### config.mk
export PLATFORM = sky130hd
export DESIGN_NAME = dadj_dec_exec
export DESIGN_NICKNAME = d
export VERILOG_FILES = /design/src/hdl/dadj_dec_pkg.sv /design/src/hdl/operand_address.sv /design/src/hdl/dadj_dec_exec.sv
export SDC_FILE = /design/constraint.sdc
export NUM_CORES = 1
export LEC_CHECK = 0
export ABC_AREA = 1
export BUFFER_PORTS_ARGS = -buffer_cell sky130_fd_sc_hd__buf_2
export CAP_MARGIN = 20
export CORE_UTILIZATION = 58
export CTS_CLUSTER_SIZE = 25
export DETAILED_ROUTE_END_ITERATION = 8
export PLACE_DENSITY = 0.86
export SETUP_SLACK_MARGIN = 0.4
export SLEW_MARGIN = 20
export SYNTH_ARGS = -nofsm -noshare
export SYNTH_HDL_FRONTEND = slang
export SYNTH_SLANG_ARGS = --single-unit
### constraint.sdc
create_clock -name core_clk -period 4.4 [get_ports core_clk]
set_input_delay 0.66 -clock core_clk [delete_from_list [all_inputs] [get_ports core_clk]]
set_output_delay 0.66 -clock core_clk [all_outputs]
set_load 0.01 [all_outputs]
### src/hdl/dadj_dec_pkg.sv
// Package with encodings, field positions, reset values and phase codes for the execution block.
package dadj_dec_pkg;
    localparam logic [15:0] decimal_adjust_code = 16'h0007;
    localparam logic [5:0] decrement_file_prefix = 6'h01;
    localparam logic [5:0] decrement_skip_prefix = 6'h0b;
    localparam int opcode_msb = 15;
    localparam int opcode_lsb = 10;
    localparam int dest_bit = 9;
    localparam int access_bit = 8;
    localparam int addr_msb = 7;
    localparam logic [7:0] indexed_offset_limit = 8'h5f;
    localparam logic [7:0] access_bank_split = 8'h60;
    localparam logic [3:0] access_high_bank = 4'hf;
    localparam logic [7:0] working_reset = 8'h00;
    localparam logic [4:0] status_reset = 5'h00;
    localparam logic [3:0] bcd_adjust = 4'h6;
    localparam logic [3:0] bcd_digit_max = 4'h9;

    typedef enum logic [1:0] {
        phase_decode = 2'b00,
        phase_read = 2'b01,
        phase_process = 2'b10,
        phase_write = 2'b11
    } phase_t;

    typedef enum logic [1:0] {
        op_none = 2'b00,
        op_decimal_adjust = 2'b01,
        op_dec = 2'b10,
        op_dec_skip = 2'b11
    } op_t;
endpackage

### src/hdl/operand_address.sv
// Operand address former: access bank, banked and indexed literal offset addressing.
`timescale 1ns/1ps
module operand_address (
    input wire logic [7:0] file_addr,
    input wire logic bank_access,
    input wire logic extended_enable,
    input wire logic [3:0] bank_select_register,
    input wire logic [11:0] index_base,
    output logic [11:0] data_addr,
    output logic indexed_mode
);
    import dadj_dec_pkg::*;

    always_comb begin
        indexed_mode = 1'b0;
        if (bank_access) begin
            data_addr = {bank_select_register, file_addr}; // [RULE6]
        end else if (extended_enable && file_addr <= indexed_offset_limit) begin
            indexed_mode = 1'b1;
            data_addr = index_base + {4'h0, file_addr}; // [RULE7]
        end else if (file_addr < access_bank_split) begin
            data_addr = {4'h0, file_addr}; // [RULE6]
        end else begin
            data_addr = {access_high_bank, file_addr}; // [RULE6]
        end
    end
endmodule

### src/hdl/dadj_dec_exec.sv
// Four-phase execution unit for decimal adjust, decrement and decrement-skip.
`timescale 1ns/1ps
// Overview of operation
// RULE1: Decimal adjust runs in one cycle of four phases: decode, read working register, process, write working register.
// RULE2: Decimal adjust adds 6 to a low digit above 9 or with digit carry, adds 6 plus digit carry to a high digit above 9 or with carry, and changes only carry.
// RULE3: Decrement subtracts one from the addressed file register and sends the result to the chosen destination.
// RULE4: Decrement updates carry, digit carry, negative, overflow and zero from its subtraction.
// RULE5: Destination bit 0 writes the working register and 1 writes the file register back.
// RULE6: Bank-access bit 0 uses the access bank and 1 uses the bank select register for the bank.
// RULE7: With extended set on, bank-access 0 and address at most 95, indexed literal offset addressing is used.
// RULE8: Decrement is one word and one cycle of decode, read file, process, write destination.
// RULE9: Decrement and decrement-skip take an 8-bit file address plus destination and bank-access bits.
// RULE10: Decrement-skip decrements the file register and skips the next instruction when the result is zero.
// RULE11: After a decrement zero is set exactly for a zero result and negative equals result bit 7.
module dadj_dec_exec (
    input wire logic core_clk,
    input wire logic rst,
    input wire logic instr_valid,
    input wire logic [15:0] instr_word,
    input wire logic extended_enable,
    input wire logic [3:0] bank_select_register,
    input wire logic [11:0] index_base,
    input wire logic [7:0] mem_rdata,
    output logic instr_ready,
    output logic [11:0] mem_addr,
    output logic mem_rd,
    output logic mem_wr,
    output logic [7:0] mem_wdata,
    output logic [7:0] working_register,
    output logic carry_flag,
    output logic digit_carry_flag,
    output logic negative_flag,
    output logic overflow_flag,
    output logic zero_flag,
    output logic skip_next,
    output logic indexed_used,
    output dadj_dec_pkg::phase_t phase
);
    import dadj_dec_pkg::*;

    phase_t phase_reg;
    op_t op_reg;
    op_t op_next;
    logic dest_reg;
    logic [7:0] operand_reg;
    logic [7:0] result_reg;
    logic [4:0] flags_next;
    logic [11:0] addr_calc;
    logic indexed_calc;
    logic [7:0] adjust_result;
    logic adjust_carry;
    logic [7:0] dec_result;
    logic [4:0] low_sum;
    logic [4:0] high_sum;

    operand_address u_addr (
        .file_addr(instr_word[addr_msb:0]), // [RULE9]
        .bank_access(instr_word[access_bit]),
        .extended_enable(extended_enable),
        .bank_select_register(bank_select_register),
        .index_base(index_base),
        .data_addr(addr_calc),
        .indexed_mode(indexed_calc)
    );

    always_comb begin
        op_next = op_none;
        if (instr_word == decimal_adjust_code) begin
            op_next = op_decimal_adjust;
        end else if (instr_word[opcode_msb:opcode_lsb] == decrement_file_prefix) begin
            op_next = op_dec;
        end else if (instr_word[opcode_msb:opcode_lsb] == decrement_skip_prefix) begin
            op_next = op_dec_skip;
        end
    end

    // The high digit test sees the carry out of the low digit fix, as a packed BCD add would.
    always_comb begin
        low_sum = {1'b0, operand_reg[3:0]};
        if (operand_reg[3:0] > bcd_digit_max || digit_carry_flag) begin
            low_sum = {1'b0, operand_reg[3:0]} + {1'b0, bcd_adjust}; // [RULE2]
        end
        high_sum = {1'b0, operand_reg[7:4]} + {4'h0, low_sum[4]};
        if (high_sum > {1'b0, bcd_digit_max} || carry_flag) begin
            high_sum = high_sum + {1'b0, bcd_adjust}; // [RULE2]
        end
        adjust_result = {high_sum[3:0], low_sum[3:0]};
        adjust_carry = high_sum[4] | carry_flag;
    end

    // Decrement is an add of all ones, so carry means no borrow as in the core's subtract.
    always_comb begin
        dec_result = operand_reg - 8'h01; // [RULE3]
        flags_next[0] = operand_reg != 8'h00; // [RULE4]
        flags_next[1] = operand_reg[3:0] != 4'h0; // [RULE4]
        flags_next[2] = dec_result[7]; // [RULE11]
        flags_next[3] = operand_reg == 8'h80; // [RULE4]
        flags_next[4] = dec_result == 8'h00; // [RULE11]
    end

    always_ff @(posedge core_clk) begin
        if (rst) begin
            phase_reg <= phase_decode;
        end else if (phase_reg != phase_decode || instr_valid) begin
            phase_reg <= phase_t'(phase_reg + 2'b01); // [RULE1] [RULE8]
        end
    end

    // Operand fields are latched at decode so the front end may move on at once.
    always_ff @(posedge core_clk) begin
        if (rst) begin
            op_reg <= op_none;
            dest_reg <= 1'b0;
        end else if (phase_reg == phase_decode && instr_valid) begin
            op_reg <= op_next;
            dest_reg <= instr_word[dest_bit]; // [RULE9]
        end
    end

    always_ff @(posedge core_clk) begin
        if (rst) begin
            mem_addr <= 12'h000;
            indexed_used <= 1'b0;
        end else if (phase_reg == phase_decode && instr_valid) begin
            mem_addr <= addr_calc; // [RULE6] [RULE7]
            indexed_used <= indexed_calc && op_next inside {op_dec, op_dec_skip}; // [RULE7]
        end
    end

    always_ff @(posedge core_clk) begin
        if (rst) begin
            operand_reg <= working_reset;
            result_reg <= working_reset;
        end else if (phase_reg == phase_read) begin
            operand_reg <= (op_reg == op_decimal_adjust) ? working_register
                : mem_rdata; // [RULE1] [RULE8]
        end else if (phase_reg == phase_process) begin
            result_reg <= (op_reg == op_decimal_adjust) ? adjust_result : dec_result;
        end
    end

    // File read is requested in decode so data is present during the read phase.
    always_ff @(posedge core_clk) begin
        if (rst) begin
            mem_rd <= 1'b0;
        end else begin
            mem_rd <= phase_reg == phase_decode && instr_valid
                && op_next inside {op_dec, op_dec_skip}; // [RULE8]
        end
    end

    always_ff @(posedge core_clk) begin
        if (rst) begin
            mem_wr <= 1'b0;
        end else begin
            mem_wr <= phase_reg == phase_process && dest_reg
                && op_reg inside {op_dec, op_dec_skip}; // [RULE5]
        end
    end

    // Write data is kept after the strobe, so a slow memory may still latch it late.
    always_ff @(posedge core_clk) begin
        if (rst) begin
            mem_wdata <= working_reset;
        end else if (phase_reg == phase_process) begin
            mem_wdata <= dec_result; // [RULE3]
        end
    end

    always_ff @(posedge core_clk) begin
        if (rst) begin
            working_register <= working_reset;
        end else if (phase_reg == phase_process) begin
            if (op_reg == op_decimal_adjust) begin
                working_register <= adjust_result; // [RULE1]
            end else if (op_reg != op_none && !dest_reg) begin
                working_register <= dec_result; // [RULE5]
            end
        end
    end

    // Flags land with the write phase; decrement-skip leaves status alone.
    always_ff @(posedge core_clk) begin
        if (rst) begin
            {zero_flag, overflow_flag, negative_flag, digit_carry_flag, carry_flag} <= status_reset;
        end else if (phase_reg == phase_process) begin
            if (op_reg == op_decimal_adjust) begin
                carry_flag <= adjust_carry; // [RULE2]
            end else if (op_reg == op_dec) begin
                {zero_flag, overflow_flag, negative_flag, digit_carry_flag, carry_flag}
                    <= flags_next; // [RULE4] [RULE11]
            end
        end
    end

    always_ff @(posedge core_clk) begin
        if (rst) begin
            skip_next <= 1'b0;
        end else begin
            skip_next <= phase_reg == phase_process && op_reg == op_dec_skip
                && dec_result == 8'h00; // [RULE10]
        end
    end

    always_ff @(posedge core_clk) begin
        if (rst) begin
            instr_ready <= 1'b0;
        end else begin
            instr_ready <= phase_reg == phase_write || (phase_reg == phase_decode && !instr_valid);
        end
    end

    always_ff @(posedge core_clk) begin
        if (rst) begin
            phase <= phase_decode;
        end else begin
            phase <= phase_reg;
        end
    end

    logic unused_result;
    assign unused_result = ^result_reg;
endmodule

After elaboration in Yosys (flattened, before gate mapping)

Cells that the tools add are included.

Add/subtract/negate cells: 6
$lt $le $gt $ge: 4
Equality and inequality tests: 12
Mux-type cells: 15
Bitwise operators: 2
Reduce and logical (&&, ||, !) cells: 29

Operators with widths:

| kind                                                                             | number |
|---|---|
| 12-bit two-way mux                                                               | 3 |
| 8-bit two-way mux                                                                | 3 |
| 16-bit by 3-bit == test with 1-bit output (second input constant)                | 1 |
| 12-bit by 8-bit adder with 12-bit output                                         | 1 |
| 2-bit == test (second input constant)                                            | 6 |
| 2-bit nonzero test                                                               | 6 |
| 1-bit logical AND                                                                | 10 |
| 5-bit two-way mux                                                                | 2 |
| 8-bit == test (second input constant)                                            | 1 |
| 8-bit by 7-bit <= comparator with 1-bit output (second input constant)           | 1 |
| 8-bit logical NOT                                                                | 1 |
| 8-bit by 7-bit < comparator with 1-bit output (second input constant)            | 1 |
| 8-bit nonzero test                                                               | 1 |
| 8-bit by 1-bit subtractor with 8-bit output (second input constant)              | 1 |
| 6-bit by 1-bit == test with 1-bit output (second input constant)                 | 1 |
| 6-bit by 4-bit == test with 1-bit output (second input constant)                 | 1 |
| 2-bit two-way mux                                                                | 3 |
| 4-bit by 1-bit adder with 5-bit output                                           | 1 |
| 4-bit by 3-bit adder with 5-bit output (second input constant)                   | 1 |
| 5-bit by 3-bit adder with 5-bit output (second input constant)                   | 1 |
| 5-bit by 4-bit greater-than comparator with 1-bit output (second input constant) | 1 |
| 2-bit by 1-bit == test with 1-bit output (second input constant)                 | 2 |
| 4-bit greater-than comparator (second input constant)                            | 1 |
| 1-bit logical OR                                                                 | 4 |
| 9 further kinds                                                                  | 14 |

Flip-flop bits (word level): 53
Input port bits: 44
Output and inout bits: 40
Logic and storage cells: 86

Depth between registers and ports, before layout

Gate-level depths: netlist (run 1).

Depth in word-level cells: 9
Mapped depth: 18
Gate-level depth less buffers: 18

By module

From an unflattened synthesis (run 1), not the netlist that was laid out.

Cells, all modules: 506
Area total of the unflattened synthesis: 3417.0 um2

Modules (own cells, without submodules):

| module          | instances | cells each | area each (um2) | seq. area each (um2) |
|---|---|---|---|---|
| dadj_dec_exec   | 1         | 381        | 2715.1          | 1061.0 |
| operand_address | 1         | 125        | 701.9           | 0.0 |

Worst setup path after synthesis (run 1)

OpenSTA, ideal clock, no wires.

Kind: register to register
Start point: reg operand_reg[0]
End point: reg carry_flag
Data arrival time: 2292 ps
Data required time: 4344 ps
Slack: 2052 ps
Cell stages (with the launch flop): 18
Path buffers: 0
Clock period less this slack: 2348 ps
Path through: dfxtp_1 -> inv_1 -> ha_1 -> nand2_1 -> nand3_1 -> nand2_1 -> nand2_1 -> a21oi_1 -> ha_1 -> ha_1 -> inv_1 -> nand3_1 -> nand2_1 -> nand2_1 -> or2_1 -> nand3_1 -> nand2_1 -> inv_1

Longest elaborated chain between the ends: 9
Elaborated cells on any way between the ends: 13
Those cells by class: 3 x add/sub; 2 x order compare; 4 x mux; 1 x bitwise; 3 x reduce/logical

Ends and longest elaborated chain:

| what                                                     | RTL line             | RTL |
|---|---|---|
| start: declaration                                       | dadj_dec_exec.sv:45  | `logic [7:0] operand_reg;` |
| start signal: assignment                                 | dadj_dec_exec.sv:132 | `operand_reg <= working_reset;` |
| start signal: assignment                                 | dadj_dec_exec.sv:135 | `operand_reg <= (op_reg == op_decimal_adjust) ? working_register` |
| 4-bit greater-than comparator                            | dadj_dec_exec.sv:80  | `if (operand_reg[3:0] > bcd_digit_max \|\| digit_carry_flag) begin` |
| 1-bit logical OR                                         | dadj_dec_exec.sv:80  |  |
| 5-bit two-way mux                                        | dadj_dec_exec.sv:80  |  |
| 4-bit by 1-bit adder with 5-bit output                   | dadj_dec_exec.sv:83  | `high_sum = {1'b0, operand_reg[7:4]} + {4'h0, low_sum[4]};` |
| 5-bit by 4-bit greater-than comparator with 1-bit output | dadj_dec_exec.sv:84  | `if (high_sum > {1'b0, bcd_digit_max} \|\| carry_flag) begin` |
| 1-bit logical OR                                         | dadj_dec_exec.sv:84  |  |
| 5-bit two-way mux                                        | dadj_dec_exec.sv:84  |  |
| 1-bit OR                                                 | dadj_dec_exec.sv:88  | `adjust_carry = high_sum[4] \| carry_flag;` |
| 1-bit two-way mux *                                      | dadj_dec_exec.sv:187 | `if (op_reg == op_decimal_adjust) begin` |
| end signal: assignment                                   | dadj_dec_exec.sv:185 | `{zero_flag, overflow_flag, negative_flag, digit_carry_flag, carry_flag} <= status_reset;` |
| end signal: assignment                                   | dadj_dec_exec.sv:188 | `carry_flag <= adjust_carry;` |
| end: declaration                                         | dadj_dec_exec.sv:30  | `output logic carry_flag,` |

Mark *: on every way between the ends. The rest lies on a longest branch, timed or not. The select of a mux whose other input is x is not followed.
A chain may end at the register's enable or synchronous reset.

Worst setup path in the final report (run 1)

Ends and elaborated chain as after synthesis.

==> qor.yml, run 1 <==
drt:
  wl_met3_um: 541
  drt-total-wl_um: 8550
  met1Wirelength_um: 3810
  wl_met2_um: 4070
  ant_nets: 0
  wl_per_cell_um: 12.9
  initialDrtViolationCount: 259
  drc: 0
  dr.pass1.iters: 4
  vias: 3550
  top_layer_used: "met4"
  vias_per_cell: 5.37
cts:
  cts_root_buf: "clkbuf_8"
  cts_buffers: 5
  htree_levels: 2
  clk_pin_slew_ps: 110
  cts_setup_buffers: 0
  cts-resized-gates: 0
  postCtsHoldBufs: 0
  cts_max_path_buffers: 2
  cts_tree: "done"
  insertion_delay_ps: 320
  cts.sinks: 53
power:
  peakVddDrop_mv: 0.181
  switching_share_pct: 39.0
  leakagePower_uw: 0.00212
  p_clk_share_pct: 22.2
  power.density_nw_per_um2: 347
  power_frac_comb_pct: 34.9
  switching_power_uw: 526
  p_int_uw: 825
  power_frac_seq_pct: 42.9
final_layout:
  regMostFlops: "mem_addr"
  drive_gt1_share_pct: 16.6
  largest_reg_flops: 12
  syn_to_final_growth_pct: 16.2
  regArea_um2: 1060
  nFillCells: 499
  fin_nets: 657
  multi_input_area_um2: 1890
  num_antenna_cells: 0
outcome:
  status: "finished, final reports clean"
die:
  die_area_um2: 6080
  core_region_area_um2: 5540
  die_h_um: 78.0
  rows: 27
  initial_core_util_pct: 60.4
  fp.dieW_um: 78.0
  io_pins: 84
timing:
  worst_slew_pin_slew_ps: 943
  hold_ws_ps: 471
  fin_crit_ps: 2810
  hold_violations: 0
  fin_setup_tns_ps: 0
  fmax_mhz: 355
  setup_viol: 0
  skew_ps: 9.87
  slew_headroom_pct: 37.1
  rsz0062_at_grt: "no"
  drv_slew: 0
  period_share_pct: 63.9
global_routing:
  grt_max_degree: 35
  first_global_vias: 3254
  antenna_found_initial: 0
  grt_pass1_wl_um: 14500
  grt_util_all_layers_pct: 29.3
  grt_overflow: 0
synthesis:
  synthesis.instances: 512
  synthFlopType: "dfxtp_1"
  ys_ff_latch: 53
  yosysTopAreaCellShare_pct: 31.7
  syn-cell-area_um2: 3350
  syn_area_per_cell_um2: 6.54
  synth_area_leaders: "dfxtp_1, nand2_1, inv_1"
  synth_edf_count: 0
  yosysWarnings: 0
  yosysUniqueCellTypes: 30
  syn_nets: 581
  yosysSeqAreaShare_pct: 31.7
  synth.largest_area_cell: "dfxtp_1"
  synthArstFlopShare_pct: 0
setup_path:
  path_max_fanout: 6
  crit_type: "reg -> reg"
  end_kind: "flop"
  start_kind: "flop"
  critical_path_required_ps: 4660
  arrival_ps: 3080
run:
  drv_cap: 0
place:
  hpwl_um: 6490
  port_buffers: 83
  place.gp.congestion: 0.930
worst_hold_path:
  hold_path_class: "reg -> reg"
## power by group through the flow
stage	clock [uW]	sequential, uW	combinational, uW
finish	300	580	471
global route	322	586	534
CTS	304	578	466
detailed placement	0	587	463
global placement	0	586	449
floorplan	0	596	315
## worst paths after layout
kind	endpoint	cells past startpoint	startpoint	slack (ps)
hold reg to reg	mem_addr[7]	2	mem_addr[7]	470
setup / recovery	carry_flag	17	operand_reg[0]	1590
setup reg to reg	carry_flag	17	operand_reg[0]	1590
hold / removal	mem_addr[7]	2	mem_addr[7]	470
## layout make-up
class	instances	share of cell area, %
clock buffer	5	1.77
clock inverter	3	0.740
inverter	89	8.59
multi-input combinational	356	48.6
sequential	53	27.3
tap	72	2.32
timing repair buffer	83	10.7
## kinds of logic (layout without fill, tap and decap cells)
kind of cell / count (synthesis) / count (layout) / share of synthesized area, %
flops: 53 / 53 / 31.7
buf+inv: 103 / 180 / 11.8
compound gates: 93 / 93 / 15.7
fa+ha+maj: 25 / 25 / 9.57
simple gates: 230 / 230 / 29.2
xor+xnor: 8 / 8 / 2.09
## cells in the mapped netlist, drive strengths merged (2+ instances only)
cell,count
o21ai,31
dfxtp,53
xnor2,4
nor2,45
o31ai,2
nand3,50
xor2,4
a31oi,2
ha,24
nor3,5
nand2,117
buf,5
clkinv,2
o211ai,18
a21oi,39
nand4,6
clkbuf,9
or2,3
inv,87
nand3b,2
## worst max-delay path, stage by stage (launching register included)
cell and delay, ps:
dfxtp_1 450, inv_1 110, ha_1 240, nand2_1 120, nand3_1 80, nand2_1 190, nand2_1 90, a21oi_1 140
ha_1 210, ha_1 260, inv_1 110, nand3_1 130, nand2_1 150, nand2_1 80, or2_1 240, nand3_1 80
nand2_1 50, inv_1 40
## per-layer routing
layer / up-vias / global-route usage [%]
met3: 14 / 4.59
met2: 131 / 51.6
met4: 0 / 7.41
met1: 1603 / 37.3
met5: - / 0
li1: 1802 / -
## placed cells by master (no fill, tap or decap), types with 3 or more instances in the layout
cell type and n:
inv_1 84, nor3_1 4, dfxtp_1 53, nand4_1 6, o21ai_0 31, inv_2 3, ha_1 24, nor2_1 45
nand2_1 117, xnor2_1 4, a21oi_1 38, o211ai_1 18, clkbuf_8 5, nand3_1 50, xor2_1 4, buf_2 83
## metrics by stage
| stage | util, % | total power (uW) | instance area [um^2] | setup WS [ps] | cells |
|---|---|---|---|---|---|
| floorplan | - | 911 | 3350 | 2050 | 512 |
| global placement | 68.5 | 1030 | 3790 | 1850 | 653 |
| detailed placement | 68.5 | 1050 | 3790 | 1690 | 653 |
| CTS | 70.2 | 1350 | 3890 | 1670 | 661 |
| global route | 70.2 | 1440 | 3890 | 1230 | 661 |
| finish | 70.2 | 1350 | 3890 | 1590 | 661 |
(Power assumes the default switching activity.)
==> inputs of run 2 (changes only) <==
- ABC_AREA: 1 -> 0
- CORE_UTILIZATION: 58 -> 54
- PLACE_DENSITY: 0.86 -> 0.81
- clock period: 4.4 -> 2.7 ns (I/O delays scaled with it)
==> qor.yml, run 2 <==
global_routing:
  grt_max_degree: 44  # was 35
  antenna_found_initial: 0  # unchanged
  first_global_vias: 2956  # was 3254
  grt_pass1_wl_um: 13300  # was 14500 um
  grt_overflow: 0  # unchanged
  grt_util_all_layers_pct: 26.6  # was 29.3%
timing:
  slew_headroom_pct: 46.7  # was 37.1%
  hold_violations: 0  # unchanged
  period_share_pct: 90.1  # was 63.9%
  setup_viol: 0  # unchanged
  skew_ps: 14.4  # was 9.87 ps
  fmax_mhz: 411  # was 355 MHz
  rsz0062_at_grt: "yes"  # was no
  fin_crit_ps: 2430  # was 2810 ps
  fin_setup_tns_ps: 0  # unchanged
  worst_slew_pin_slew_ps: 798  # was 943 ps
  drv_slew: 0  # unchanged
power:
  leakagePower_uw: 0.00181  # was 0.00212 uW
  peakVddDrop_mv: 0.491  # was 0.181 mV
  power.density_nw_per_um2: 880  # was 347 nW/um^2
final_layout:
  fin_cells: 573  # was 661
  fin_nets: 566  # was 657
  layout.cells.most_common: "buf_2"  # was nand2_1
  syn_to_final_growth_pct: 23.9  # was 16.2%
  final_cell_mix: "buf_2, nor2_1, dfxtp_1"  # was nand2_1, inv_1, buf_2
  drive_gt1_share_pct: 27.9  # was 16.6%
  num_antenna_cells: 0  # unchanged
  regMostFlops: "mem_addr"  # unchanged
  largest_reg_flops: 12  # unchanged
setup_path:
  end_kind: "flop"  # unchanged
  crit_type: "reg -> reg"  # unchanged
  path_delay_family: "compound AO/OA/AOI/OAI gates"  # was simple AND/OR/NAND/NOR gates
  critical_path_required_ps: 2910  # was 4660 ps
  path_max_fanout: 5  # was 6
  cp_slowest_cell: "dfxtp_4"  # was dfxtp_1
  start_kind: "flop"  # unchanged
  crit_buf_inv: 1  # was 3
  arrival_ps: 2640  # was 3080 ps
  critPathMaxStageDelay_ps: 390  # was 450 ps
  path_cells: "inv_6, ha_4, o21bai_1, a21oi_2, nor2_1, ha_2, ha_4, nor2_4, nor2_1, a21oi_1, o32ai_2, a211o_1, a32o_1"  # was inv_1, ha_1, nand2_1, nand3_1, nand2_1, nand2_1, a21oi_1, ha_1, ha_1, inv_1, nand3_1, nand2_1, nand2_1, or2_1, nand3_1, nand2_1, inv_1
synthesis:
  synthesis.instances: 410  # was 512
  syn_nets: 479  # was 581
  synth_area_leaders: "dfxtp_1, ha_1, nor2_1"  # was dfxtp_1, nand2_1, inv_1
  yosysUniqueCellTypes: 58  # was 30
  synth.largest_area_cell: "dfxtp_1"  # unchanged
  yosysMostFrequentCell: "nor2_1"  # was nand2_1
  synthFlopType: "dfxtp_1"  # unchanged
  synth_common_cells: "nor2_1, dfxtp_1, nand2_1"  # was nand2_1, inv_1, dfxtp_1
  synthArstFlopShare_pct: 0  # unchanged
  yosysTopAreaCellShare_pct: 32.2  # was 31.7%
  ys_ff_latch: 53  # unchanged
  syn-cell-area_um2: 3300  # was 3350 um^2
  yosysSeqAreaShare_pct: 32.2  # was 31.7%
  synth_edf_count: 0  # unchanged
  syn_area_per_cell_um2: 8.04  # was 6.54 um^2
  yosysWarnings: 0  # unchanged
outcome:
  status: "finished, final reports clean"  # unchanged
place:
  port_buffers: 83  # unchanged
  placed_cells: 551  # was 653
  place.gp.congestion: 0.922  # was 0.930
  hpwl_um: 6100  # was 6490 um
die:
  die_h_um: 80.2  # was 78.0 um
  fp.dieW_um: 80.2  # was 78.0 um
  rows: 28  # was 27
  io_pins: 84  # unchanged
  core_region_area_um2: 5920  # was 5540 um^2
  initial_core_util_pct: 55.7  # was 60.4%
  die_area_um2: 6420  # was 6080 um^2
drt:
  drc: 0  # unchanged
  wl_per_cell_um: 14.6  # was 12.9 um
  dr.pass1.iters: 4  # unchanged
  drt-total-wl_um: 8370  # was 8550 um
  vias: 3313  # was 3550
  ant_nets: 0  # unchanged
  initialDrtViolationCount: 182  # was 259
  vias_per_cell: 5.78  # was 5.37
cts:
  insertion_delay_ps: 320  # about the same
  clk_pin_slew_ps: 110  # about the same
  cts_root_buf: "clkbuf_8"  # unchanged
  cts_tree: "done"  # unchanged
  cts_max_path_buffers: 2  # unchanged
  cts.sinks: 53  # unchanged
  htree_levels: 2  # unchanged
  cts_buffers: 5  # unchanged
run:
  drv_cap: 0  # unchanged
worst_hold_path:
  hold_path_class: "in -> reg"  # was reg -> reg
run 2: final timing paths:
path | slack [ps] | end | depth (start not counted) | from
worst max-delay path | 270 | working_register[7] | 13 | operand_reg[1]
worst min-delay path | 350 | dest_reg | 3 | instr_word[9]
worst max register to register | 270 | working_register[7] | 13 | operand_reg[1]
worst min register to register | 480 | indexed_used | 2 | indexed_used
run 2: cells by family after synthesis:
kind of cell | after synthesis | share of synthesized area [%]
buffers and inverters | 42 | 5.35
adder cells (fa/ha/maj) | 25 | 9.71
AO/OA/AOI/OAI | 99 | 20.6
flip-flops | 53 | 32.2
multiplexers | 15 | 4.55
XOR/XNOR | 19 | 5.05
AND/OR/NAND/NOR | 157 | 22.5
run 2: power breakdown:
group | switching (uW) | total, uW | internal (uW)
registers | 227 | 1210 | 979
clock network | 272 | 457 | 186
logic | 1090 | 1930 | 849
total | 1580 | 3600 | 2010
run 2: what timing repair did:
action / CTS / global route
pin swaps: 10 / 16
hold buffers: 0 / 0
endpoints found under the setup margin: 3 / 4
setup buffers: 10 / 4
resized for setup: 2 / 7
run 2: per-layer routing:
layer	vias to the layer above	GRT usage [%]	part of all wire [%]
met2	122	45.3	49
met5	-	0	0
met1	1530	33.0	44
li1	1644	-	-
met3	17	4.32	5.0
met4	0	11.1	2.0
run 2: stage by stage:
step           utilization [%]  setup slack [ps]  hold slack (ps)  power [uW]  cell area (um^2)
6_report                  69.0               267              345        3600              4090
5_1_grt                   69.0               143              349        3870              4090
4_1_cts                   68.0               298              345        3510              4020
3_5_place_dp              65.0               184              460        3000              3850
3_3_place_gp              65.0               227              444        2970              3850
2_1_floorplan                -               251              444        2510              3400
run 2: worst register-to-register path: stages (launching register included):
cell and delay (ps):
dfxtp_4 390, inv_6 50, ha_4 150, o21bai_1 160, a21oi_2 80, nor2_1 100
ha_2 210, ha_4 230, nor2_4 90, nor2_1 40, a21oi_1 170, o32ai_2 90
a211o_1 320, a32o_1 230
run 2: cell type report:
cell class                 instances  area (um^2)
tap                               75         93.8
clock inverter                     2         13.8
fill                             479         1830
sequential                        53         1070
timing repair buffer             105          581
multi-input combinational        315         2180
clock buffer                       6         72.6
inverter                          17         73.8
